$ cat config.mk
export PLATFORM = sky130hd
export DESIGN_NAME = bk1sf_bank
export DESIGN_NICKNAME = d
export VERILOG_FILES = /design/src/bk1sf_pkg.sv /design/src/bk1sf_reg_cell.sv /design/src/bk1sf_bank.sv
export SDC_FILE = /design/constraint.sdc
export NUM_CORES = 1
export LEC_CHECK = 0
export ABC_AREA = 1
export BUFFER_PORTS_ARGS = -buffer_cell sky130_fd_sc_hd__buf_2
export CAP_MARGIN = 0
export CORE_MARGIN = 2
export CORE_UTILIZATION = 40
export CTS_CLUSTER_SIZE = 24
export DETAILED_ROUTE_END_ITERATION = 8
export GPL_ROUTABILITY_DRIVEN = 0
export GPL_TIMING_DRIVEN = 0
export PLACE_DENSITY = 0.71
export SLEW_MARGIN = 20
export SYNTH_ARGS = -nofsm -noshare
export SYNTH_HDL_FRONTEND = slang
export SYNTH_SLANG_ARGS = --single-unit
$ cat constraint.sdc
create_clock -name clock -period 2.5 [get_ports clock]
set_input_delay 0.125 -clock clock [delete_from_list [all_inputs] [get_ports clock]]
set_output_delay 0.125 -clock clock [all_outputs]
set_load 0.01 [all_outputs]
$ cat src/bk1sf_pkg.sv
// shared constants and types for the bank 1 special function registers
package bk1sf_pkg;

   // register indices; byte address on the bus is four times the index
   localparam logic [7:0] IDX_INDIRECT_DATA = 8'h80;
   localparam logic [7:0] IDX_OPTIONS       = 8'h81;
   localparam logic [7:0] IDX_PC_LOW        = 8'h82;
   localparam logic [7:0] IDX_FLAGS_BANK    = 8'h83;
   localparam logic [7:0] IDX_IND_POINTER   = 8'h84;
   localparam logic [7:0] IDX_PORT_A_DIR    = 8'h85;
   localparam logic [7:0] IDX_PORT_B_DIR    = 8'h86;
   localparam logic [7:0] IDX_PORT_C_DIR    = 8'h87;
   localparam logic [7:0] IDX_UPPER_PC      = 8'h8a;
   localparam logic [7:0] IDX_IRQ_CONTROL   = 8'h8b;
   localparam logic [7:0] IDX_PIE_A         = 8'h8c;
   localparam logic [7:0] IDX_PIE_B         = 8'h8d;
   localparam logic [7:0] IDX_RESET_CAUSE   = 8'h8e;
   localparam logic [7:0] IDX_T2_PERIOD     = 8'h92;
   localparam logic [7:0] IDX_SSP_ADDRESS   = 8'h93;
   localparam logic [7:0] IDX_SSP_STATE     = 8'h94;
   localparam logic [7:0] IDX_TX_CONTROL    = 8'h98;
   localparam logic [7:0] IDX_BAUD_DIVISOR  = 8'h99;

   // plain read/write registers held in generic cells
   localparam int N_SIMPLE = 10;
   localparam int SL_OPTIONS = 0;
   localparam int SL_PORT_A  = 1;
   localparam int SL_PORT_B  = 2;
   localparam int SL_PORT_C  = 3;
   localparam int SL_PIE_A   = 4;
   localparam int SL_PIE_B   = 5;
   localparam int SL_T2_PER  = 6;
   localparam int SL_SSP_ADR = 7;
   localparam int SL_BAUD    = 8;
   localparam int SL_TX_CTL  = 9;
   // entry [n] belongs to slot n
   localparam logic [N_SIMPLE-1:0][7:0] SIMPLE_IDX = {
      IDX_TX_CONTROL, IDX_BAUD_DIVISOR, IDX_SSP_ADDRESS, IDX_T2_PERIOD,
      IDX_PIE_B, IDX_PIE_A, IDX_PORT_C_DIR, IDX_PORT_B_DIR,
      IDX_PORT_A_DIR, IDX_OPTIONS};
   localparam logic [N_SIMPLE-1:0][7:0] SIMPLE_RST = {
      8'h02, 8'h00, 8'h00, 8'hff, 8'h00, 8'h00, 8'hff, 8'hff,
      8'h3f, 8'hff};
   // implemented bits; the rest ignore writes and read zero, except tx control bit 1, which reads the shift-empty flag
   localparam logic [N_SIMPLE-1:0][7:0] SIMPLE_MSK = {
      8'hf5, 8'hff, 8'hff, 8'hff, 8'h01, 8'hff, 8'hff, 8'hff,
      8'h3f, 8'hff};

   // flags-and-bank register fields
   localparam int FB_IND_BANK  = 7;
   localparam int FB_BANK_HIGH = 6;
   localparam int FB_BANK_LOW  = 5;
   localparam int FB_TIMEOUT   = 4;
   localparam int FB_POWERDOWN = 3;
   localparam int FB_ZERO      = 2;
   localparam int FB_DIGIT_CY  = 1;
   localparam int FB_CARRY     = 0;

   // other field positions and widths
   localparam int TX_SHIFT_EMPTY_BIT = 1;
   localparam int RC_POWER_ON_BIT    = 1;
   localparam int RC_BROWN_OUT_BIT   = 0;
   localparam int UPPER_PC_W         = 5;
   localparam int PC_W               = 13;
   localparam int SSP_STATE_W        = 6;

   // reset values
   localparam logic [7:0]      FLAGS_RST     = 8'h18;
   localparam logic [7:0]      UPPER_PC_RST  = 8'h00;
   localparam logic [7:0]      POINTER_RST   = 8'h00;
   localparam logic [7:0]      IRQ_CTRL_RST  = 8'h00;
   localparam logic [PC_W-1:0] PC_RST        = 13'h0000;
   localparam logic [PC_W-1:0] PC_ONE        = 13'h0001;

   // register contents handed to the core and peripherals
   typedef struct packed {
      logic [N_SIMPLE-1:0][7:0] simple;
      logic [7:0]               flags_bank;
      logic [7:0]               ind_pointer;
      logic [7:0]               upper_pc;
      logic [7:0]               irq_control;
      logic [7:0]               reset_cause;
      logic [PC_W-1:0]          pc;
   } bk1sf_regs_t;

endpackage

$ cat src/bk1sf_reg_cell.sv
// one generic 8-bit read/write register with reset value and bit mask
`timescale 1ns/1ps
`default_nettype none
module bk1sf_reg_cell #(
   parameter logic [7:0] RESET_VAL = 8'h00,
   parameter logic [7:0] MASK      = 8'hff
) (
   // clock and any-cause reset
   input  wire logic       clock,
   input  wire logic       rst,
   // write port
   input  wire logic       wr_en,
   input  wire logic [7:0] wr_data,
   // contents
   output logic [7:0]      q
);
   logic [7:0] val_ff;

   // masked bits never store, so they cannot leak into reads
   always_ff @(posedge clock) begin
      if (rst) begin
         val_ff <= RESET_VAL & MASK;
      end else if (wr_en) begin
         val_ff <= wr_data & MASK;
      end
   end

   assign q = val_ff;
endmodule
`default_nettype wire

$ cat src/bk1sf_bank.sv
// bank 1 special function register bank behind an avalon-mm slave port
//
// Behaviour
// - unimplemented addresses and bits read back as zero.
// - the mirrored registers answer at the same function from either bank.
// - upper pc bits are hidden; a pc low write loads pc from the latch.
// - clear-pin and watchdog resets load the other-reset values.
// - on other resets unchanged bits keep state, conditional bits follow cause.
//
// Decided for this implementation: the Avalon-MM interface to the registers.
`timescale 1ns/1ps
`default_nettype none
module bk1sf_bank (
   // clock and power-class reset
   input  wire logic                 clock,
   input  wire logic                 nrst,
   // reset causes as one-cycle pulses, and the asleep level sampled on other resets
   input  wire logic                 brown_out_reset,
   input  wire logic                 external_clear_pin,
   input  wire logic                 watchdog_timeout,
   input  wire logic                 asleep,
   // core program counter advance
   input  wire logic                 pc_step,
   // peripheral status
   input  wire logic [5:0]           ssp_state_in,
   input  wire logic                 tx_shift_empty,
   // avalon-mm slave
   input  wire logic [9:0]           avs_address,
   input  wire logic                 avs_read,
   input  wire logic                 avs_write,
   input  wire logic [31:0]          avs_writedata,
   input  wire logic [3:0]           avs_byteenable,
   output logic [31:0]               avs_readdata,
   output logic                      avs_waitrequest,
   // register contents
   output bk1sf_pkg::bk1sf_regs_t    regs
);

   // reset classes; brown-out counts with power-on
   logic por_rst;
   logic oth_rst;
   logic any_rst;
   assign por_rst = !nrst || brown_out_reset;
   assign oth_rst = external_clear_pin || watchdog_timeout;
   assign any_rst = por_rst || oth_rst;

   // register state
   logic [bk1sf_pkg::N_SIMPLE-1:0][7:0] simple_q;
   logic [bk1sf_pkg::N_SIMPLE-1:0]      simple_we;
   logic [7:0]                          flags_ff;
   logic [7:0]                          pointer_ff;
   logic [7:0]                          upper_pc_ff;
   logic [7:0]                          irq_ctrl_ff;
   logic [1:0]                          cause_ff;
   logic [bk1sf_pkg::PC_W-1:0]          pc_ff;
   logic [5:0]                          ssp_state_ff;
   logic                                tx_empty_ff;

   // bus handshake state
   logic       ack_ff;
   logic [7:0] rdata_ff;
   logic       req;
   logic       wr_commit;

   // address decode
   logic [7:0] bus_idx;
   logic [8:0] direct_map;
   logic [8:0] indirect_map;
   logic       acc_ok;
   logic [7:0] eff_idx;
   logic [7:0] wdata;
   logic [7:0] rd_val;

   // implemented locations of bank 1
   function automatic logic is_impl(input logic [7:0] m);
      unique case (m)
         bk1sf_pkg::IDX_INDIRECT_DATA, bk1sf_pkg::IDX_OPTIONS,
         bk1sf_pkg::IDX_PC_LOW, bk1sf_pkg::IDX_FLAGS_BANK,
         bk1sf_pkg::IDX_IND_POINTER, bk1sf_pkg::IDX_PORT_A_DIR,
         bk1sf_pkg::IDX_PORT_B_DIR, bk1sf_pkg::IDX_PORT_C_DIR,
         bk1sf_pkg::IDX_UPPER_PC, bk1sf_pkg::IDX_IRQ_CONTROL,
         bk1sf_pkg::IDX_PIE_A, bk1sf_pkg::IDX_PIE_B,
         bk1sf_pkg::IDX_RESET_CAUSE, bk1sf_pkg::IDX_T2_PERIOD,
         bk1sf_pkg::IDX_SSP_ADDRESS, bk1sf_pkg::IDX_SSP_STATE,
         bk1sf_pkg::IDX_TX_CONTROL, bk1sf_pkg::IDX_BAUD_DIVISOR:
            is_impl = 1'b1;
         default:
            is_impl = 1'b0;
      endcase
   endfunction

   // locations that also answer from bank 0
   function automatic logic is_mirror(input logic [7:0] m);
      unique case (m)
         bk1sf_pkg::IDX_INDIRECT_DATA, bk1sf_pkg::IDX_PC_LOW,
         bk1sf_pkg::IDX_FLAGS_BANK, bk1sf_pkg::IDX_IND_POINTER,
         bk1sf_pkg::IDX_UPPER_PC, bk1sf_pkg::IDX_IRQ_CONTROL:
            is_mirror = 1'b1;
         default:
            is_mirror = 1'b0;
      endcase
   endfunction

   // folds a data address onto bank 1; bit 8 tells whether it is ours
   function automatic logic [8:0] map_idx(input logic [7:0] i);
      logic [7:0] m;
      logic       ok;
      m  = {1'b1, i[6:0]};
      ok = (i[6:5] == 2'b00) && is_impl(m) && (i[7] || is_mirror(m));
      map_idx = {ok, m};
   endfunction

   // a pointer aimed at the data port itself reaches nothing
   always_comb begin
      bus_idx      = avs_address[9:2];
      direct_map   = map_idx(bus_idx);
      indirect_map = map_idx(pointer_ff);
      if (direct_map[7:0] == bk1sf_pkg::IDX_INDIRECT_DATA) begin
         acc_ok  = direct_map[8] && indirect_map[8] &&
                   (indirect_map[7:0] != bk1sf_pkg::IDX_INDIRECT_DATA);
         eff_idx = indirect_map[7:0];
      end else begin
         acc_ok  = direct_map[8];
         eff_idx = direct_map[7:0];
      end
   end

   // one wait state: readdata is loaded while waitrequest is high
   assign req             = avs_read || avs_write;
   assign avs_waitrequest = req && !ack_ff;
   assign wdata           = avs_writedata[7:0];
   // lane 0 carries the byte; an unmapped target drops the write
   assign wr_commit = avs_write && ack_ff && avs_byteenable[0] && acc_ok &&
                      !any_rst;

   always_ff @(posedge clock) begin
      if (!nrst) begin
         ack_ff <= 1'b0;
      end else begin
         ack_ff <= req && !ack_ff;
      end
   end

   // read mux; holes and unused bits give zero
   always_comb begin
      rd_val = 8'h00;
      if (acc_ok) begin
         for (int s = 0; s < bk1sf_pkg::N_SIMPLE; s++) begin
            if (eff_idx == bk1sf_pkg::SIMPLE_IDX[s]) begin
               rd_val = simple_q[s];
            end
         end
         unique case (eff_idx)
            bk1sf_pkg::IDX_PC_LOW:      rd_val = pc_ff[7:0];
            bk1sf_pkg::IDX_FLAGS_BANK:  rd_val = flags_ff;
            bk1sf_pkg::IDX_IND_POINTER: rd_val = pointer_ff;
            bk1sf_pkg::IDX_UPPER_PC:    rd_val = upper_pc_ff;
            bk1sf_pkg::IDX_IRQ_CONTROL: rd_val = irq_ctrl_ff;
            bk1sf_pkg::IDX_RESET_CAUSE: rd_val = {6'h00, cause_ff};
            bk1sf_pkg::IDX_SSP_STATE:   rd_val = {2'b00, ssp_state_ff};
            bk1sf_pkg::IDX_TX_CONTROL:
               rd_val[bk1sf_pkg::TX_SHIFT_EMPTY_BIT] = tx_empty_ff;
            default: ;
         endcase
      end
   end

   // read data captured in the wait cycle and held for the release edge
   always_ff @(posedge clock) begin
      if (!nrst) begin
         rdata_ff <= 8'h00;
      end else if (avs_read && !ack_ff) begin
         rdata_ff <= rd_val;
      end
   end
   assign avs_readdata = {24'h000000, rdata_ff};

   // plain registers: same value on every reset class
   generate
      for (genvar g = 0; g < bk1sf_pkg::N_SIMPLE; g++) begin : g_cell
         assign simple_we[g] = wr_commit &&
                               (eff_idx == bk1sf_pkg::SIMPLE_IDX[g]);
         bk1sf_reg_cell #(
            .RESET_VAL (bk1sf_pkg::SIMPLE_RST[g]),
            .MASK      (bk1sf_pkg::SIMPLE_MSK[g])
         ) u_cell (
            .clock   (clock),
            .rst     (any_rst),
            .wr_en   (simple_we[g]),
            .wr_data (wdata),
            .q       (simple_q[g])
         );
      end
   endgenerate

   // flags and bank: timeout and power-down follow the reset cause,
   // arithmetic flags survive other resets; both timer bits are read-only
   always_ff @(posedge clock) begin
      if (por_rst) begin
         flags_ff <= bk1sf_pkg::FLAGS_RST;
      end else if (oth_rst) begin
         flags_ff[7:5] <= 3'b000;
         flags_ff[bk1sf_pkg::FB_TIMEOUT]   <= !watchdog_timeout;
         flags_ff[bk1sf_pkg::FB_POWERDOWN] <= !asleep;
      end else if (wr_commit && eff_idx == bk1sf_pkg::IDX_FLAGS_BANK) begin
         flags_ff[7:5] <= wdata[7:5];
         flags_ff[2:0] <= wdata[2:0];
      end
   end

   // indirect pointer keeps its value over other resets
   always_ff @(posedge clock) begin
      if (por_rst) begin
         pointer_ff <= bk1sf_pkg::POINTER_RST;
      end else if (oth_rst) begin
         pointer_ff <= pointer_ff;
      end else if (wr_commit && eff_idx == bk1sf_pkg::IDX_IND_POINTER) begin
         pointer_ff <= wdata;
      end
   end

   // upper pc latch holds five bits only
   always_ff @(posedge clock) begin
      if (any_rst) begin
         upper_pc_ff <= bk1sf_pkg::UPPER_PC_RST;
      end else if (wr_commit && eff_idx == bk1sf_pkg::IDX_UPPER_PC) begin
         upper_pc_ff <= {3'b000, wdata[bk1sf_pkg::UPPER_PC_W-1:0]};
      end
   end

   // program counter: a low-byte write pulls the latch into bits 12:8
   always_ff @(posedge clock) begin
      if (any_rst) begin
         pc_ff <= bk1sf_pkg::PC_RST;
      end else if (wr_commit && eff_idx == bk1sf_pkg::IDX_PC_LOW) begin
         pc_ff <= {upper_pc_ff[bk1sf_pkg::UPPER_PC_W-1:0], wdata};
      end else if (pc_step) begin
         pc_ff <= bk1sf_pkg::PC_W'(pc_ff + bk1sf_pkg::PC_ONE);
      end
   end

   // interrupt control: bit 0 survives other resets
   always_ff @(posedge clock) begin
      if (por_rst) begin
         irq_ctrl_ff <= bk1sf_pkg::IRQ_CTRL_RST;
      end else if (oth_rst) begin
         irq_ctrl_ff <= {7'h00, irq_ctrl_ff[0]};
      end else if (wr_commit && eff_idx == bk1sf_pkg::IDX_IRQ_CONTROL) begin
         irq_ctrl_ff <= wdata;
      end
   end

   // reset cause flags: cleared by their own cause, set by software
   always_ff @(posedge clock) begin
      if (!nrst) begin
         cause_ff <= 2'b00;
      end else if (brown_out_reset) begin
         cause_ff[bk1sf_pkg::RC_BROWN_OUT_BIT] <= 1'b0;
      end else if (oth_rst) begin
         cause_ff <= cause_ff;
      end else if (wr_commit && eff_idx == bk1sf_pkg::IDX_RESET_CAUSE) begin
         cause_ff <= wdata[1:0];
      end
   end

   // peripheral status sampled so bus reads come from flops
   always_ff @(posedge clock) begin
      if (any_rst) begin
         ssp_state_ff <= 6'h00;
         tx_empty_ff  <= 1'b1;
      end else begin
         ssp_state_ff <= ssp_state_in;
         tx_empty_ff  <= tx_shift_empty;
      end
   end

   // contents out to the core and peripherals
   always_comb begin
      regs             = '0;
      regs.simple      = simple_q;
      regs.flags_bank  = flags_ff;
      regs.ind_pointer = pointer_ff;
      regs.upper_pc    = upper_pc_ff;
      regs.irq_control = irq_ctrl_ff;
      regs.reset_cause = {6'h00, cause_ff};
      regs.pc          = pc_ff;
      regs.simple[bk1sf_pkg::SL_TX_CTL][bk1sf_pkg::TX_SHIFT_EMPTY_BIT] =
         tx_empty_ff;
   end

   logic rd_done;
   logic wr_done;
   assign rd_done = avs_read && !avs_waitrequest;
   assign wr_done = avs_write && !avs_waitrequest;
endmodule
`default_nettype wire

# [Word-level counts from Yosys, hierarchy flattened]
# Index checks and enable logic that the tools add are counted.
[classes] n_addsub=1 n_eq_ne=51 mux=22 bitwise=3 reduce_logical=56
[ops] operator="$eq A8 B8 Y1 const B" count=17
[ops] operator="$mux W8" count=11
[ops] operator="$eq A7 B4 Y1 const B" count=10
[ops] operator="$eq A7 B5 Y1 const B" count=10
[ops] operator="$eq A7 B3 Y1 const B" count=8
[ops] operator="$pmux W6 S7" count=1
[ops] operator="$reduce_or A18 Y1" count=2
[ops] operator="$eq A7 B2 Y1 const B" count=4
[ops] operator="$logic_and A1 B1 Y1" count=28
[ops] operator="$mux W13" count=2
[ops] operator="$eq A7 B1 Y1 const B" count=2
[ops] operator="$logic_not A7 Y1" count=2
[ops] operator="$add A13 B1 Y13 const B" count=1
[ops] operator="$reduce_or A6 Y1" count=2
[ops] operator="$pmux W1 S8" count=1
[ops] operator="$reduce_and A2 Y1" count=4
[ops] operator="$mux W7" count=1
[ops] operator="$pmux W1 S7" count=1
[ops] operator="$reduce_bool A7 Y1" count=1
[ops] operator="$logic_or A1 B1 Y1" count=6
[ops] operator="$logic_not A1 Y1" count=5
[ops] operator="$mux W1" count=5
[ops] operator="$logic_not A2 Y1" count=2
[ops] operator="$reduce_or A2 Y1" count=2
[ops] operator="3 further kinds" count=5
[totals] regBits=129 wordCells=157

# [Depth between registers and ports, before layout]
[depth] word_depth=15 ltp_mapped=18 mapped_depth_nobuf=18

# [Cells and area by module]
# Synthesis repeated with hierarchy kept, for this count alone.
[unflattened] hier_cells=1050 hier_area_um2=7085.5
[by_module_without_submodules] mod="bk1sf_bank" n_inst=1 cells_each=672 area_each_um2=4355.4 seq_area_each_um2=1201.2
[by_module_without_submodules] mod="bk1sf_reg_cell at g_cell[0].u_cell ..." n_inst=4 cells_each=35 area_each_um2=279.0 seq_area_each_um2=160.2
[by_module_without_submodules] mod="bk1sf_reg_cell at g_cell[4].u_cell ..." n_inst=3 cells_each=51 area_each_um2=341.6 seq_area_each_um2=160.2
[by_module_without_submodules] mod="bk1sf_reg_cell at g_cell[9].u_cell" n_inst=1 cells_each=41 area_each_um2=266.5 seq_area_each_um2=120.1
[by_module_without_submodules] mod="bk1sf_reg_cell at g_cell[1].u_cell" n_inst=1 cells_each=29 area_each_um2=221.5 seq_area_each_um2=120.1
[by_module_without_submodules] mod="bk1sf_reg_cell at g_cell[5].u_cell" n_inst=1 cells_each=15 area_each_um2=101.3 seq_area_each_um2=20.0

# [Worst setup path after synthesis]
# Ideal clock, no wire load.
[synth_timing] kind="register to register" start="register pointer_ff[5]" end="register pc_ff[8] (netlist name)" setup_time_ns=0.132 arrival_ns=1.833 required_ns=2.368 slack_ns=0.535 stages_incl_launch_ff=13 path_buffers=1 synth_period_minus_slack_ns=1.965 path_cell_list="dfxtp_1 or2_2 nand2_1 nand2_2 nor2_8 nand3_2 nor2_4 inv_2 nor2_8 inv_2 buf_6 o21ai_1 a21oi_1"
[synth_between] elab_chain_len=12
[synth_rtl] element="start, declared" line="bk1sf_bank.sv:51" text="logic [7:0] pointer_ff;"
[synth_rtl] element="start signal, assigned" line="bk1sf_bank.sv:214" text="pointer_ff <= bk1sf_pkg::POINTER_RST;"
[synth_rtl] element="start signal, assigned" line="bk1sf_bank.sv:216" text="pointer_ff <= pointer_ff;"
[synth_rtl] element="start signal, assigned" line="bk1sf_bank.sv:218" text="pointer_ff <= wdata;"
[synth_rtl] element="$eq A7 B2 Y1 (tied with other cells)" line="bk1sf_bank.sv:76, bk1sf_bank.sv:94"
[synth_rtl] element="$reduce_or A18 Y1 / $reduce_or A6 Y1 (equally long branches)" line="bk1sf_bank.sv:76, bk1sf_bank.sv:94"
[synth_rtl] element="$mux W1 (on tied branches)" line="bk1sf_bank.sv:76, bk1sf_bank.sv:94"
[synth_rtl] element="$logic_and A1 B1 Y1 / $logic_or A1 B1 Y1 (equally long branches)" line="bk1sf_bank.sv:109" text="ok = (i[6:5] == 2'b00) && is_impl(m) && (i[7] || is_mirror(m));"
[synth_rtl] element="$logic_and A1 B1 Y1" line="bk1sf_bank.sv:109"
[synth_rtl] element="$logic_and A1 B1 Y1 (2 in series)" line="bk1sf_bank.sv:119" text="acc_ok = direct_map[8] && indirect_map[8] &&"
[synth_rtl] element="$mux W1" line="bk1sf_bank.sv:118" text="if (direct_map[7:0] == bk1sf_pkg::IDX_INDIRECT_DATA) begin"
[synth_rtl] element="$logic_and A1 B1 Y1 (2 in series)" line="bk1sf_bank.sv:133" text="assign wr_commit = avs_write && ack_ff && avs_byteenable[0] && acc_ok &&"
[synth_rtl] element="$logic_and A1 B1 Y1 *" line="bk1sf_bank.sv:235" text="end else if (wr_commit && eff_idx == bk1sf_pkg::IDX_PC_LOW) begin"
[synth_rtl] element="$mux W13 / $reduce_bool A2 Y1 (equally long branches)"
[synth_rtl] element="end signal, assigned" line="bk1sf_bank.sv:234" text="pc_ff <= bk1sf_pkg::PC_RST;"
[synth_rtl] element="end signal, assigned" line="bk1sf_bank.sv:236" text="pc_ff <= {upper_pc_ff[bk1sf_pkg::UPPER_PC_W-1:0], wdata};"
[synth_rtl] element="end signal, assigned" line="bk1sf_bank.sv:238" text="pc_ff <= bk1sf_pkg::PC_W'(pc_ff + bk1sf_pkg::PC_ONE);"
[synth_rtl] element="end, declared" line="bk1sf_bank.sv:55" text="logic [bk1sf_pkg::PC_W-1:0] pc_ff;"
# Mark *: on every way between the ends. The rest lies on a longest branch, timed or not.
# A chain may end at the register's enable or synchronous reset.

# [Worst setup path in the final report]
[layout_timing] start="input port watchdog_timeout" end="register irq_ctrl_ff[6]"
[layout_between] elab_chain_len=5
[layout_rtl] element="start, declared" line="bk1sf_bank.sv:20" text="input wire logic watchdog_timeout,"
[layout_rtl] element="$logic_or A1 B1 Y1 *" line="bk1sf_bank.sv:44" text="assign oth_rst = external_clear_pin || watchdog_timeout;"
[layout_rtl] element="$logic_or A1 B1 Y1" line="bk1sf_bank.sv:45" text="assign any_rst = por_rst || oth_rst;"
[layout_rtl] element="$logic_not A1 Y1" line="bk1sf_bank.sv:134" text="!any_rst;"
[layout_rtl] element="$logic_and A1 B1 Y1" line="bk1sf_bank.sv:133"
[layout_rtl] element="$logic_and A1 B1 Y1" line="bk1sf_bank.sv:248" text="end else if (wr_commit && eff_idx == bk1sf_pkg::IDX_IRQ_CONTROL) begin"
[layout_rtl] element="end signal, assigned" line="bk1sf_bank.sv:245" text="irq_ctrl_ff <= bk1sf_pkg::IRQ_CTRL_RST;"
[layout_rtl] element="end signal, assigned" line="bk1sf_bank.sv:247" text="irq_ctrl_ff <= {7'h00, irq_ctrl_ff[0]};"
[layout_rtl] element="end signal, assigned" line="bk1sf_bank.sv:249" text="irq_ctrl_ff <= wdata;"
[layout_rtl] element="end, declared" line="bk1sf_bank.sv:53" text="logic [7:0] irq_ctrl_ff;"
# Marked as above.

==> results.md <==
- XOR/XNOR share of the synthesized area: 0.799%
- Total wire length: 22800 microns
- Simple-Gate Fraction of Synth Area: 26.1%
- Final setup violation count: 0
- Max-slew violations: 0
- TritonCTS buffer count: 17
- Crit path cell chain: dlygate4sd3_1 -> buf_2 -> nor2_1 -> inv_1 -> nor2_4 -> inv_2 -> nor2_1 -> nand2_4 -> buf_6 -> nor2_4 -> buf_2 -> o21ai_0 -> a21oi_1
- CTS tree: built
- Crit path arrival time: 2650 ps
- Fmax: 437 MHz
- TNS Setup: 0 ps
- Layout area overhead: 29.6%
- YS warnings: 0
- Ys flop type: dfxtp_1
- Tcrit/Tclk final: 91.5%
- Ant diodes: 0
- Die Y: 132 microns
- Post-CTS Setup Bufs: 0
- Status: finished with violations
- I/O Buffers: 155
- Rows: 46
- Buffer and inverter count on the worst path: 6
- H-tree depth: 4
- Root Driver: clkbuf_16
- Adder-cell share of the synthesized area: 0.190%
- Initial antenna violation count: 0
- Async SR Flop Fraction: 0%
- CP max stage delay: 530 ps
- Antenna viol nets, final: 0
- CP required: 2860 ps
- Largest net degree at the start of global routing: 17
- Worst min path class: input port to flop
- DRT Pass-1 Iters: 5
- Clock tree buffer depth: 2
- Wire per inst: 16.8 microns
- Final-layout fill cell count: 1583
- Number of synthesized flops with an enable pin: 0
- Leak Pwr: 4.17 nW
- Iter 0 DRT Violations: 621
- Die Wd: 132 microns
- Clock Latency Late Sink: 430 ps
- # DRC: 0
- Synth top area share: 39.2%
- First-pass GRT wire length: 35300 microns
- Total clock sinks: 129
- Failing checks: negative hold slack
- VDD IR max: 0.531 mV
- Crit end category: flop
- Slew @ Worst Pin: 937 ps
- Core area: 16000 sq um
- Post-synth top area cell: dfxtp_1
- I/O pin count: 228
- Register bit total from synthesis: 129
- Ranking of synthesized cells by area: dfxtp_1 39%, nand2_1 11%, a21oi_1 7.0%
- CP Max Fanout: 10
- Reg clk slew, reported paths: 60 ps
- Commonest cells post-synth: 190 x nand2_1, 129 x dfxtp_1, 92 x a21oi_1
- Drt via density: 5.24
- Total Nets Final: 1192
- Startpoint types: input port
- Vias: 7114
- Hold_ws: -2.18 ps
- Layout cells sized above 1: 28.2%
- Most numerous cell in the Yosys netlist: nand2_1
- Count of cell types in the netlist: 40
- RSZ-0062 raised after global routing: no
- CP max-delay cell: dlygate4sd3_1
- Die area: 17500 sq um
- Worst clock skew: 7.42 ps
- Complex-gate fraction of the synthesized area: 20.9%
- Synth Instances: 896
- GRT Util Overall: 25.8%
- Power Dens Cells: 562 nW/um^2
- Seq/Total Area, Yosys: 39.2%
- Placed wire-length estimate: 16900 microns
- Worst relative slew slack: 37.6%
- Max_cap viols: 0
- Largest family of logic cells by synthesized area: simple AND/OR/NAND/NOR gates
- Initial core utilization: 41.1%
- Area of the mapped netlist: 6580 sq um
- Min cycle time layout: 2290 ps
- Congestion Overflow GR: 0
- Critical Setup Path Class: input port to flop
- Top delay family on crit path: buffers and inverters
- Vias in the first global route: 6473
- Mean post-synth cell area: 7.34 sq um
- Mux share of post-synthesis cell area: 0%
- Final Hold Viols: 1
==> per-stage QoR <==
stage	utilization, %	std cells	cell area (sq um)	setup WS (ps)	power (mW)
final	53.3	1358	8530	211	4.79
after global routing	53.3	1358	8530	18.6	4.94
after CTS	53.2	1358	8510	87.5	4.80
after detailed placement	48.6	1309	7780	26.2	2.43
after global placement	48.6	1309	7780	26.7	2.43
after floorplan	-	938	6740	535	2.33
==> kinds of logic after synthesis <==
| logic type | after synthesis |
|---|---|
| DFF | 129 |
| other | 1 |
| AOI/OAI and AO/OA | 243 |
| buffers and inverters | 161 |
| and+or+nand+nor | 355 |
| xor gates and xnor gates | 6 |
| adders and majority gates | 1 |
==> layout by cell type, fill, tap and decap left out, types with 5 or more instances in the layout <==
| cell | count |
|---|---|
| a21oi_1 | 92 |
| a31oi_1 | 8 |
| buf_2 | 162 |
| buf_4 | 51 |
| clkbuf_1 | 22 |
| clkbuf_16 | 17 |
| clkinv_2 | 5 |
| conb_1 | 43 |
| dfxtp_1 | 127 |
| dlygate4sd3_1 | 17 |
| inv_1 | 59 |
| inv_2 | 19 |
| nand2_1 | 190 |
| nand2_2 | 15 |
| nand3_1 | 39 |
| nand3_2 | 5 |
| nand4_1 | 19 |
| nor2_1 | 38 |
| nor2_2 | 8 |
| nor2_4 | 12 |
| nor3_1 | 9 |
| o211ai_1 | 40 |
| o21ai_0 | 74 |
| o21ai_1 | 13 |
| o22ai_1 | 8 |
| or2_2 | 7 |
==> registers in the layout (all words and copies together), names as in the netlist <==
name	cells
ack_ff	1
cause_ff	2
flags_ff	8
g_cell.u_cell.q	69
irq_ctrl_ff	8
pc_ff	13
pointer_ff	8
rdata_ff	8
ssp_state_ff	6
tx_empty_ff	1
upper_pc_ff	5
==> power breakdown <==
| group | total [mW] | switching [mW] | internal (mW) |
|---|---|---|---|
| Sequential | 2.07 | 0.00393 | 2.06 |
| Combinational | 0.353 | 0.227 | 0.125 |
| Clock | 2.37 | 0.940 | 1.43 |
| Total | 4.79 | 1.17 | 3.62 |
==> timing repair <==
action	in CTS	in global routing
endpoints found under the setup margin	0	71
hold buffers	17	0
gates resized for setup	0	5
hold endpoints to repair	14	0
==> worst reg2reg max path, cell delays in order (launching register included) <==
cell and delay, ps:
dfxtp_1 330, or2_2 300, nand2_1 80, nand2_2 120, nor2_8 180, buf_6 170
buf_4 190, nand3_1 100, nand3_1 140, o22ai_1 110, nand3b_1 160, nand2_1 90
nand2_1 70, nand2_1 60, a21oi_1 110
==> cell type report <==
class | instances | area [sq um] | share of cell area (%)
inverter | 78 | 293 | 3.43
timing repair buffer | 172 | 946 | 11.1
clock inverter | 10 | 85.1 | 0.998
multi-input combinational | 648 | 3330 | 39.1
sequential | 129 | 2580 | 30.3
buffer | 83 | 542 | 6.35
clock buffer | 22 | 474 | 5.56
tap | 216 | 270 | 3.17
==> per-layer routing <==
layer / vias up / GRT usage, % / part of all wire, %
met3: 49 / 6.23 / 11
met5: - / 0 / 0
li1: 3406 / - / -
met2: 413 / 40.4 / 45
met4: 0 / 11.2 / 3.2
met1: 3246 / 33.9 / 41
==> path summary, 6_finish.rpt <==
kind                    start             end  slack (ps)  depth (start not counted)
max          watchdog_timeout  irq_ctrl_ff[6]         210                         13
min           brown_out_reset   pointer_ff[2]          -2                          4
max reg2reg     pointer_ff[5]     rdata_ff[3]         230                         14
min reg2reg       rdata_ff[3]     rdata_ff[3]         470                          2
(Power assumes the default switching activity.)
